===== config.mk =====
export PLATFORM = sky130hd
export DESIGN_NAME = ttr_core
export DESIGN_NICKNAME = d
export VERILOG_FILES = /design/src/core/ttr_pkg.sv /design/src/core/ttr_core.sv
export SDC_FILE = /design/constraint.sdc
export NUM_CORES = 1
export LEC_CHECK = 0
export BUFFER_PORTS_ARGS = -buffer_cell sky130_fd_sc_hd__buf_2
export CORE_MARGIN = 3
export CORE_UTILIZATION = 25
export DETAILED_ROUTE_END_ITERATION = 8
export GPL_TIMING_DRIVEN = 1
export PLACE_DENSITY = 0.52
export SLEW_MARGIN = 20
export SYNTH_ARGS = -nofsm -noshare
export SYNTH_HDL_FRONTEND = slang
export SYNTH_SLANG_ARGS = --single-unit

===== constraint.sdc =====
create_clock -name i_sys_clk -period 2.03 [get_ports i_sys_clk]
set_clock_uncertainty 0.2 [all_clocks]
set_input_delay 0.1015 -clock i_sys_clk [delete_from_list [all_inputs] [get_ports i_sys_clk]]
set_output_delay 0.1015 -clock i_sys_clk [all_outputs]
set_load 0.01 [all_outputs]

===== src/core/ttr_pkg.sv =====
// constants, register map and mode encodings for the trigger and timing routing block
package ttr_pkg;

   // bus geometry
   localparam int ADDR_W = 8;
   localparam int DATA_W = 32;

   // fabric sizes
   localparam int NUM_PINS = 10;
   localparam int NUM_TIMING = 13;
   localparam int NUM_DIO = 8;
   localparam int CODE_W = 8;
   localparam int LEVEL_STEPS = 256;
   localparam int DIRECT_STEP_MV = 78;
   localparam int DIRECT_SPAN_MV = 10000;
   localparam int SEL_W = 4;
   localparam int MAP_W = 4;

   // source select codes for a timing signal multiplexer
   localparam logic [SEL_W-1:0] SRC_LAST_PIN = 4'h9;
   localparam logic [SEL_W-1:0] SRC_INTERNAL = 4'ha;
   localparam logic [SEL_W-1:0] SRC_TRIGGER = 4'hb;
   localparam logic [SEL_W-1:0] SRC_SAMPLE_TC = 4'hc;
   localparam logic [SEL_W-1:0] SRC_COUNTER0 = 4'hd;

   // index of the conversion strobe among the timing signals
   localparam int CONVERT_IDX = 0;

   // timebase
   localparam int SYS_CLK_HZ = 200000000;
   localparam int TIMEBASE_HZ = 20000000;
   localparam int TB_DIV = SYS_CLK_HZ / TIMEBASE_HZ;
   localparam int TB_HALF = TB_DIV / 2;
   localparam int TB_CNT_W = 4;

   // register offsets (byte addresses, one word each)
   localparam logic [ADDR_W-1:0] ADDR_CTRL = 8'h00;
   localparam logic [ADDR_W-1:0] ADDR_LOW = 8'h04;
   localparam logic [ADDR_W-1:0] ADDR_HIGH = 8'h08;
   localparam logic [ADDR_W-1:0] ADDR_DIO_DIR = 8'h0c;
   localparam logic [ADDR_W-1:0] ADDR_DIO_OUT = 8'h10;
   localparam logic [ADDR_W-1:0] ADDR_STATUS = 8'h14;
   localparam logic [ADDR_W-1:0] ADDR_PIN_OE = 8'h18;
   localparam logic [ADDR_W-1:0] ADDR_TSEL_BASE = 8'h20;
   localparam logic [ADDR_W-1:0] ADDR_PMAP_BASE = 8'h60;

   // control field layout
   localparam int CTRL_SRC_BIT = 0;
   localparam int CTRL_MODE_LSB = 1;
   localparam int MODE_W = 3;

   // status field layout
   localparam int STAT_DIO_LSB = 0;
   localparam int STAT_TRIG_BIT = 8;
   localparam int STAT_UPDN_LSB = 9;
   localparam int UPDN_LINE_LSB = 6;

   // reset values
   localparam logic [CODE_W-1:0] RST_LOW = 8'h00;
   localparam logic [CODE_W-1:0] RST_HIGH = 8'hff;

   // trigger modes
   typedef enum logic [MODE_W-1:0] {
      TTR_BELOW_LOW,
      TTR_ABOVE_HIGH,
      TTR_INSIDE,
      TTR_HYST_HIGH,
      TTR_HYST_LOW
   } ttr_mode_t;

endpackage


===== src/core/ttr_core.sv =====
// threshold trigger, timing signal routing fabric and general-purpose digital lines
`timescale 1ns/1ps

// Functional notes
// - trigger source: direct pin or amplifier
// - direct pin levels: +-10 V, 78 mV steps
// - amplifier levels: full scale over 256 codes
// - five modes; thresholds written independently
// - below-low: trigger while signal under low
// - above-high: trigger while signal over high
// - inside: trigger while between both thresholds
// - high-hysteresis: set above high, release below low
// - low-hysteresis: set below low, release above high
// - trigger selectable by every timing section
// - eight digital lines, per-line direction
// - digital lines undriven after reset
// - lines six, seven feed counter directions
// - thirteen timing signals, pin or internal source
// - conversion strobe: pins, interval count, counter zero
// - every pin reaches every timing multiplexer
// - per-pin output enable drives assigned signal
// - internal 20 MHz timebase as frequency source
module ttr_core
   import ttr_pkg::*;
#(
   parameter int N_PINS = ttr_pkg::NUM_PINS,
   parameter int N_TIMING = ttr_pkg::NUM_TIMING,
   parameter int N_DIO = ttr_pkg::NUM_DIO
)
(
   input wire logic i_sys_clk,
   input wire logic i_rst,
   input wire logic [ttr_pkg::ADDR_W-1:0] i_addr,
   input wire logic [ttr_pkg::DATA_W-1:0] i_wdata,
   input wire logic i_wr,
   input wire logic i_rd,
   output logic [ttr_pkg::DATA_W-1:0] o_rdata,
   input wire logic [ttr_pkg::CODE_W-1:0] i_direct_trigger_pin_code,
   input wire logic [ttr_pkg::CODE_W-1:0] i_gain_amplifier_code,
   output logic o_trigger,
   input wire logic [N_PINS-1:0] i_routable_function_pin,
   output logic [N_PINS-1:0] o_routable_function_pin,
   output logic [N_PINS-1:0] o_routable_function_pin_oe,
   input wire logic [N_TIMING-1:0] i_internal_timing,
   input wire logic i_sample_interval_terminal_count,
   input wire logic i_counter_zero_output,
   output logic [N_TIMING-1:0] o_timing,
   input wire logic [N_DIO-1:0] i_dio,
   output logic [N_DIO-1:0] o_dio,
   output logic [N_DIO-1:0] o_dio_oe,
   output logic [1:0] o_counter_up_down,
   output logic o_timebase_20mhz,
   output logic o_timebase_tick
);
   import ttr_pkg::*;

   // software state
   logic src_amp;
   logic [MODE_W-1:0] mode;
   logic [CODE_W-1:0] low_threshold;
   logic [CODE_W-1:0] high_threshold;
   logic [N_DIO-1:0] dio_dir;
   logic [N_DIO-1:0] dio_out;
   logic [N_PINS-1:0] pin_oe;
   logic [SEL_W-1:0] tsel [N_TIMING];
   logic [MAP_W-1:0] pmap [N_PINS];

   // synchronisers for everything that arrives from pins
   logic [N_PINS-1:0] pin_meta;
   logic [N_PINS-1:0] pin_sync;
   logic [N_DIO-1:0] dio_meta;
   logic [N_DIO-1:0] dio_sync;
   logic [CODE_W-1:0] direct_meta;
   logic [CODE_W-1:0] direct_sync;
   logic [CODE_W-1:0] amp_meta;
   logic [CODE_W-1:0] amp_sync;

   // timebase and trigger state
   logic [TB_CNT_W-1:0] tb_cnt;
   logic tb_tick;
   logic tb_level;
   logic [CODE_W-1:0] level;
   logic trig;
   logic next_trig;
   logic [DATA_W-1:0] next_rdata;

   // two flip-flops on every pin input before any logic reads it
   always_ff @(posedge i_sys_clk)
   begin
      if (i_rst)
      begin
         pin_meta <= '0;
         pin_sync <= '0;
         dio_meta <= '0;
         dio_sync <= '0;
      end
      else
      begin
         pin_meta <= i_routable_function_pin;
         pin_sync <= pin_meta;
         dio_meta <= i_dio;
         dio_sync <= dio_meta;
      end
   end

   // level codes come from converters that hold them steady between samples,
   // so a plain two-stage pass is enough; a moving code may be seen one stage late
   always_ff @(posedge i_sys_clk)
   begin
      if (i_rst)
      begin
         direct_meta <= '0;
         direct_sync <= '0;
         amp_meta <= '0;
         amp_sync <= '0;
      end
      else
      begin
         direct_meta <= i_direct_trigger_pin_code;
         direct_sync <= direct_meta;
         amp_meta <= i_gain_amplifier_code;
         amp_sync <= amp_meta;
      end
   end

   // divide the system clock down to the timebase
   always_ff @(posedge i_sys_clk)
   begin
      if (i_rst)
      begin
         tb_cnt <= '0;
         tb_tick <= 1'b0;
         tb_level <= 1'b0;
      end
      else
      begin
         tb_tick <= (tb_cnt == TB_CNT_W'(TB_DIV - 1));
         if (tb_cnt == TB_CNT_W'(TB_DIV - 1))
         begin
            tb_cnt <= '0;
         end
         else
         begin
            tb_cnt <= tb_cnt + 1'b1;
         end
         tb_level <= (tb_cnt < TB_CNT_W'(TB_HALF));
      end
   end

   // control, threshold and line registers
   always_ff @(posedge i_sys_clk)
   begin
      if (i_rst)
      begin
         src_amp <= 1'b0;
         mode <= MODE_W'(TTR_BELOW_LOW);
         low_threshold <= RST_LOW;
         high_threshold <= RST_HIGH;
         dio_dir <= '0;
         dio_out <= '0;
         pin_oe <= '0;
      end
      else if (i_wr)
      begin
         if (i_addr == ADDR_CTRL)
         begin
            src_amp <= i_wdata[CTRL_SRC_BIT];
            mode <= i_wdata[CTRL_MODE_LSB +: MODE_W];
         end
         if (i_addr == ADDR_LOW)
         begin
            low_threshold <= i_wdata[CODE_W-1:0];
         end
         if (i_addr == ADDR_HIGH)
         begin
            high_threshold <= i_wdata[CODE_W-1:0];
         end
         if (i_addr == ADDR_DIO_DIR)
         begin
            dio_dir <= i_wdata[N_DIO-1:0];
         end
         if (i_addr == ADDR_DIO_OUT)
         begin
            dio_out <= i_wdata[N_DIO-1:0];
         end
         if (i_addr == ADDR_PIN_OE)
         begin
            pin_oe <= i_wdata[N_PINS-1:0];
         end
      end
   end

   // source selects, one word per timing signal
   for (genvar g = 0; g < N_TIMING; g++)
   begin : g_tsel
      localparam logic [ADDR_W-1:0] TSEL_ADDR = ADDR_W'(ADDR_TSEL_BASE + 4 * g);
      always_ff @(posedge i_sys_clk)
      begin
         if (i_rst)
         begin
            tsel[g] <= SRC_INTERNAL;
         end
         else if (i_wr && i_addr == TSEL_ADDR)
         begin
            tsel[g] <= i_wdata[SEL_W-1:0];
         end
      end

      // any pin may feed any signal, and several signals may share a pin
      always_ff @(posedge i_sys_clk)
      begin
         if (i_rst)
         begin
            o_timing[g] <= 1'b0;
         end
         else if (tsel[g] <= SRC_LAST_PIN)
         begin
            o_timing[g] <= pin_sync[tsel[g]];
         end
         else
         begin
            case (tsel[g])
               SRC_INTERNAL: o_timing[g] <= i_internal_timing[g];
               SRC_TRIGGER: o_timing[g] <= trig;
               SRC_SAMPLE_TC: o_timing[g] <= i_sample_interval_terminal_count;
               SRC_COUNTER0: o_timing[g] <= i_counter_zero_output;
               default: o_timing[g] <= 1'b0;
            endcase
         end
      end
   end

   // per-pin output assignment and driver
   for (genvar p = 0; p < N_PINS; p++)
   begin : g_pin
      localparam logic [ADDR_W-1:0] PMAP_ADDR = ADDR_W'(ADDR_PMAP_BASE + 4 * p);
      always_ff @(posedge i_sys_clk)
      begin
         if (i_rst)
         begin
            pmap[p] <= '0;
         end
         else if (i_wr && i_addr == PMAP_ADDR)
         begin
            pmap[p] <= i_wdata[MAP_W-1:0];
         end
      end

      // an out-of-range map drives low rather than an arbitrary signal
      always_ff @(posedge i_sys_clk)
      begin
         if (i_rst)
         begin
            o_routable_function_pin[p] <= 1'b0;
            o_routable_function_pin_oe[p] <= 1'b0;
         end
         else
         begin
            o_routable_function_pin_oe[p] <= pin_oe[p];
            if (32'(pmap[p]) < N_TIMING)
            begin
               o_routable_function_pin[p] <= o_timing[pmap[p]];
            end
            else
            begin
               o_routable_function_pin[p] <= 1'b0;
            end
         end
      end
   end

   // pick the level being compared; both sources are 8-bit codes, the direct
   // code being the pin voltage quantized in fixed steps across the full span
   always_ff @(posedge i_sys_clk)
   begin
      if (i_rst)
      begin
         level <= '0;
      end
      else if (tb_tick)
      begin
         level <= src_amp ? amp_sync : direct_sync;
      end
   end

   // comparison per mode; hysteresis modes hold their state between the levels
   always_comb
   begin
      next_trig = 1'b0;
      case (mode)
         MODE_W'(TTR_BELOW_LOW): next_trig = (level < low_threshold);
         MODE_W'(TTR_ABOVE_HIGH): next_trig = (level > high_threshold);
         MODE_W'(TTR_INSIDE): next_trig = (level > low_threshold) && (level < high_threshold);
         MODE_W'(TTR_HYST_HIGH):
         begin
            if (level > high_threshold)
            begin
               next_trig = 1'b1;
            end
            else if (level < low_threshold)
            begin
               next_trig = 1'b0;
            end
            else
            begin
               next_trig = trig;
            end
         end
         MODE_W'(TTR_HYST_LOW):
         begin
            if (level < low_threshold)
            begin
               next_trig = 1'b1;
            end
            else if (level > high_threshold)
            begin
               next_trig = 1'b0;
            end
            else
            begin
               next_trig = trig;
            end
         end
         default: next_trig = 1'b0;
      endcase
   end

   // evaluated once per timebase period, on the same edge that takes a new level, so it uses the level taken one period earlier
   always_ff @(posedge i_sys_clk)
   begin
      if (i_rst)
      begin
         trig <= 1'b0;
      end
      else if (tb_cnt == '0)
      begin
         trig <= next_trig;
      end
   end

   // digital lines and counter direction sensing
   always_ff @(posedge i_sys_clk)
   begin
      if (i_rst)
      begin
         o_dio <= '0;
         o_dio_oe <= '0;
         o_counter_up_down <= '0;
         o_trigger <= 1'b0;
         o_timebase_20mhz <= 1'b0;
         o_timebase_tick <= 1'b0;
      end
      else
      begin
         o_dio <= dio_out;
         o_dio_oe <= dio_dir;
         // sensed from the pin level only; direction and data are untouched
         o_counter_up_down <= dio_sync[UPDN_LINE_LSB +: 2];
         o_trigger <= trig;
         o_timebase_20mhz <= tb_level;
         o_timebase_tick <= tb_tick;
      end
   end

   // read multiplexer; unmapped addresses read zero
   always_comb
   begin
      next_rdata = '0;
      if (i_addr == ADDR_CTRL)
      begin
         next_rdata[CTRL_SRC_BIT] = src_amp;
         next_rdata[CTRL_MODE_LSB +: MODE_W] = mode;
      end
      if (i_addr == ADDR_LOW)
      begin
         next_rdata[CODE_W-1:0] = low_threshold;
      end
      if (i_addr == ADDR_HIGH)
      begin
         next_rdata[CODE_W-1:0] = high_threshold;
      end
      if (i_addr == ADDR_DIO_DIR)
      begin
         next_rdata[N_DIO-1:0] = dio_dir;
      end
      if (i_addr == ADDR_DIO_OUT)
      begin
         next_rdata[N_DIO-1:0] = dio_out;
      end
      if (i_addr == ADDR_STATUS)
      begin
         next_rdata[STAT_DIO_LSB +: N_DIO] = dio_sync;
         next_rdata[STAT_TRIG_BIT] = trig;
         next_rdata[STAT_UPDN_LSB +: 2] = dio_sync[UPDN_LINE_LSB +: 2];
      end
      if (i_addr == ADDR_PIN_OE)
      begin
         next_rdata[N_PINS-1:0] = pin_oe;
      end
      for (int k = 0; k < N_TIMING; k++)
      begin
         if (i_addr == ADDR_W'(ADDR_TSEL_BASE + 4 * k))
         begin
            next_rdata[SEL_W-1:0] = tsel[k];
         end
      end
      for (int k = 0; k < N_PINS; k++)
      begin
         if (i_addr == ADDR_W'(ADDR_PMAP_BASE + 4 * k))
         begin
            next_rdata[MAP_W-1:0] = pmap[k];
         end
      end
   end

   // read data stands only in the cycle after the strobe
   always_ff @(posedge i_sys_clk)
   begin
      if (i_rst)
      begin
         o_rdata <= '0;
      end
      else if (i_rd)
      begin
         o_rdata <= next_rdata;
      end
      else
      begin
         o_rdata <= '0;
      end
   end

endmodule


==> results.txt <==
----------------------------------------------------
[Run status]
  Status ... finished with violations
  Violations in the final reports ... setup timing

[Flow run]
  Maximum capacitance violations ... 0

[Die]
  Initial Util ... 25.6%
  Die Outline Area ... 59900 um^2
  Core area ... between 50000 and 60000 um^2
  Die width ... about 240 um
  Number of rows created at floorplan ... 86
  Number of primary I/O pins ... between 150 and 200
  Floorplan die height ... approximately 240 um

[Yosys]
  Number of warnings printed during yosys synthesis ... 0
  Area leader, netlist ... dfxtp_1
  Area of the mapped netlist ... 14300 um^2
  Most frequent cells after synthesis ... dfxtp_1, nor2_1, nor2b_1
  Avg Synthesized Cell Area ... roughly 11 um^2
  Syn Inst Count ... 1289
  Register area share after synthesis ... between 40% and 50%
  Netlist cell types ... 81
  Share of async-settable or async-resettable flops after synthesis ... 0%
  Most frequent cell after synthesis ... dfxtp_1
  Number of synthesized register bits ... 286
  Cell types with the largest area share after synthesis ... dfxtp_1, edfxtp_1, mux4_2
  Number of enable-type register cells in the synthesized netlist ... 92
  Most common flop cell mapped by yosys ... dfxtp_1
  Top cell type's share of synthesized area ... 27.2%

[Place]
  HPWL after detailed placement ... about 36000 um
  Placer Congestion ... between 0.9 and 1
  Count of buffers from port buffering ... 135
  Post-DP Area ... around 17000 um^2
  DP Worst Slack ... -516 ps

[Routing]
  Final WL ... 48700 um
  Vias post-DR ... around 12000
  Final routed wire length divided by cell count ... 20.4 um
  Detailed Routing Iterations Pass 1 ... 5
  Number of DRC violations after detailed-routing iteration 0 ... about 1100
  Number of DRC violations after detailed routing ... 0
  Vias per inst ... a little under 5
  Remaining antenna violation count after routing ... 0

[CTS]
  Clock edge transition at the registers on the reported setup and hold paths ... 70 ps
  CTS Buf Count ... 34
  Clock sink count ... 286
  TritonCTS clock tree ... done
  CTS H-tree lvls ... 2
  Buffer depth of the longest clock path ... 3
  Clk Latency, worst-skew pair ... between 500 and 600 ps
  CTS root buffer ... clkbuf_16

[Timing]
  Min Tclk post-route ... roughly 2000 ps
  Fraction of the cycle the final worst path needs ... 101%
  Max-slew violation count ... 0
  Hold Fails Final Rpt ... 0
  Unrepaired setup endpoints after global routing ... true
  Measured slew at the worst slew-check pin ... 785 ps
  PnR worst setup slack ... -11.3 ps
  Setup-violating endpoint count in the final report ... 1
  Relative slew slack ... a little under half
  Fmax ... around 500 MHz

[GRT]
  Vias in the first global route ... approximately 12000
  Total gr overflow ... 0
  First-pass GRT wire length ... between 70000 and 80000 um
  Number of antenna violations at the first check in global routing ... 4
  All-Layer GR Usage ... about 16%
  Maximum number of pins on one net before global-route repair ... 90

[Critical path]
  Capturing element type of the critical path ... register
  Crit path arrival time ... around 2300 ps
  Critical path class ... reg2reg
  Endpoint required time on the critical path ... about 2300 ps
  Worst path bufs/invs ... 1
  Biggest cell delay along the critical path ... about 370 ps
  Worst path slowest cell ... dfxtp_4
  Cell class contributing the biggest share of worst-path delay ... compound AO/OA/AOI/OAI gates
  Critical path startpoint category ... register
  Max FO, Critical Path ... 3
  Ordered list of cells on the worst path ... inv_2 -> ha_4 -> nor2b_1 -> o211ai_1 -> a21oi_1 -> or3_1 -> mux2i_1 -> o21ai_1 -> a311oi_1

[Layout]
  Layout Nets ... ~1700
  Final instance area ... 19000 um^2
  Area delta synth->final ... 33.4%
  Fraction of layout instances using a drive strength above 1 ... a little over a third

[Worst hold path]
  Min-delay worst type ... in2reg

[Power]
  Power per Cell Area ... approximately 740 nW/um^2
  Leakage ... approximately 7.7 nW
  Maximum vdd drop ... ~500 uV

----------------------------------------------------
-- registers in the layout, summed over array words and instances, names as in the netlist, 10 cells and up --
name	count
tsel	52
pmap	40
o_timing	13
o_rdata	11
o_routable_function_pin	10
o_routable_function_pin_oe	10
pin_meta	10
pin_oe	10
pin_sync	10
-- area by class of cell --
class | count | area [um^2]
diodes | 2 | 5.00
clock buffers | 43 | 977
clock inverters | 18 | 200
fillers | 5714 | 36700
inverters | 21 | 78.8
multi-input cells | 879 | 7260
flip-flops and latches | 286 | 6670
well taps | 748 | 936
repair buffers | 388 | 2890
-- layout by cell type, fill, tap and decap left out, types with 14 or more instances in the layout --
master and count:
a21oi_1 24, buf_2 134, mux4_2 95, nor2b_1 129, nand2_1 100, dlygate4sd3_1 51
o21ai_0 28, conb_1 21, clkbuf_16 36, edfxtp_1 92, nor3b_1 14, nor2_1 166
ha_1 16, dfxtp_1 180, mux2i_1 64, buf_4 186, inv_1 20, buf_12 14
a21o_1 21
-- worst reg2reg max path: stages, from the launching register on --
cell and delay, ps:
dfxtp_4 370, inv_2 50, ha_4 210, nor2b_1 120
o211ai_1 150, a21oi_1 100, or3_1 320, mux2i_1 150
o21ai_1 80, a311oi_1 210
-- cells by family after synthesis --
kind of cell / synth area share (%)
muxes: 19.7
adders and majority gates: 1.76
and+or+nand+nor: 18.9
AOI/OAI and AO/OA: 8.15
buffers and inverters: 4.77
other: 0.0263
DFF: 46.6
xor gates and xnor gates: 0.0614
-- metal layers --
metal  routed length [um]  GRT usage [%]
met1                22000           22.6
met2                21800           25.2
met3                 4030           3.14
met4                  941           3.51
met5                    0              0
-- through the flow --
stage	util [%]	total power, W	setup TNS (ps)	hold WS, ps	cells
floorplan	-	0.00716	-185	22.5	1309
global placement	30.5	0.00772	-19370	113	2260
detailed placement	30.5	0.00775	-20810	117	2260
CTS	33.7	0.0143	-66.6	68.6	2374
global route	34.1	0.0147	-652	96.5	2383
finish	34.1	0.0141	-11.3	96.3	2385
-- final timing paths --
path	cells after the start	slack [ps]	end	startpoint
max	9	-10	trig$_SDFFE_PP0P_	high_threshold[1]$_SDFFE_PP1P_
min	4	100	o_timing[11]$_SDFF_PP0_	i_internal_timing[11]
max reg2reg	9	-10	trig$_SDFFE_PP0P_	high_threshold[1]$_SDFFE_PP1P_
min reg2reg	1	230	pin_sync[4]$_SDFF_PP0_	pin_meta[4]$_SDFF_PP0_
-- what timing repair did --
action,CTS,global route
buffers inserted,3,10
cloned,0,0
gates resized for setup,29,34
pin swaps,20,16
hold buffers,51,0
setup endpoints to repair,17,28
endpoints found under the hold margin,115,0
-- power by group --
part	total (W)	internal, W	switching, W
logic	0.00140	0.000749	0.000651
registers	0.00636	0.00610	0.000256
clock network	0.00638	0.00393	0.00246
total	0.0141	0.0108	0.00337
No activity file was read; power rests on OpenSTA's default activity.
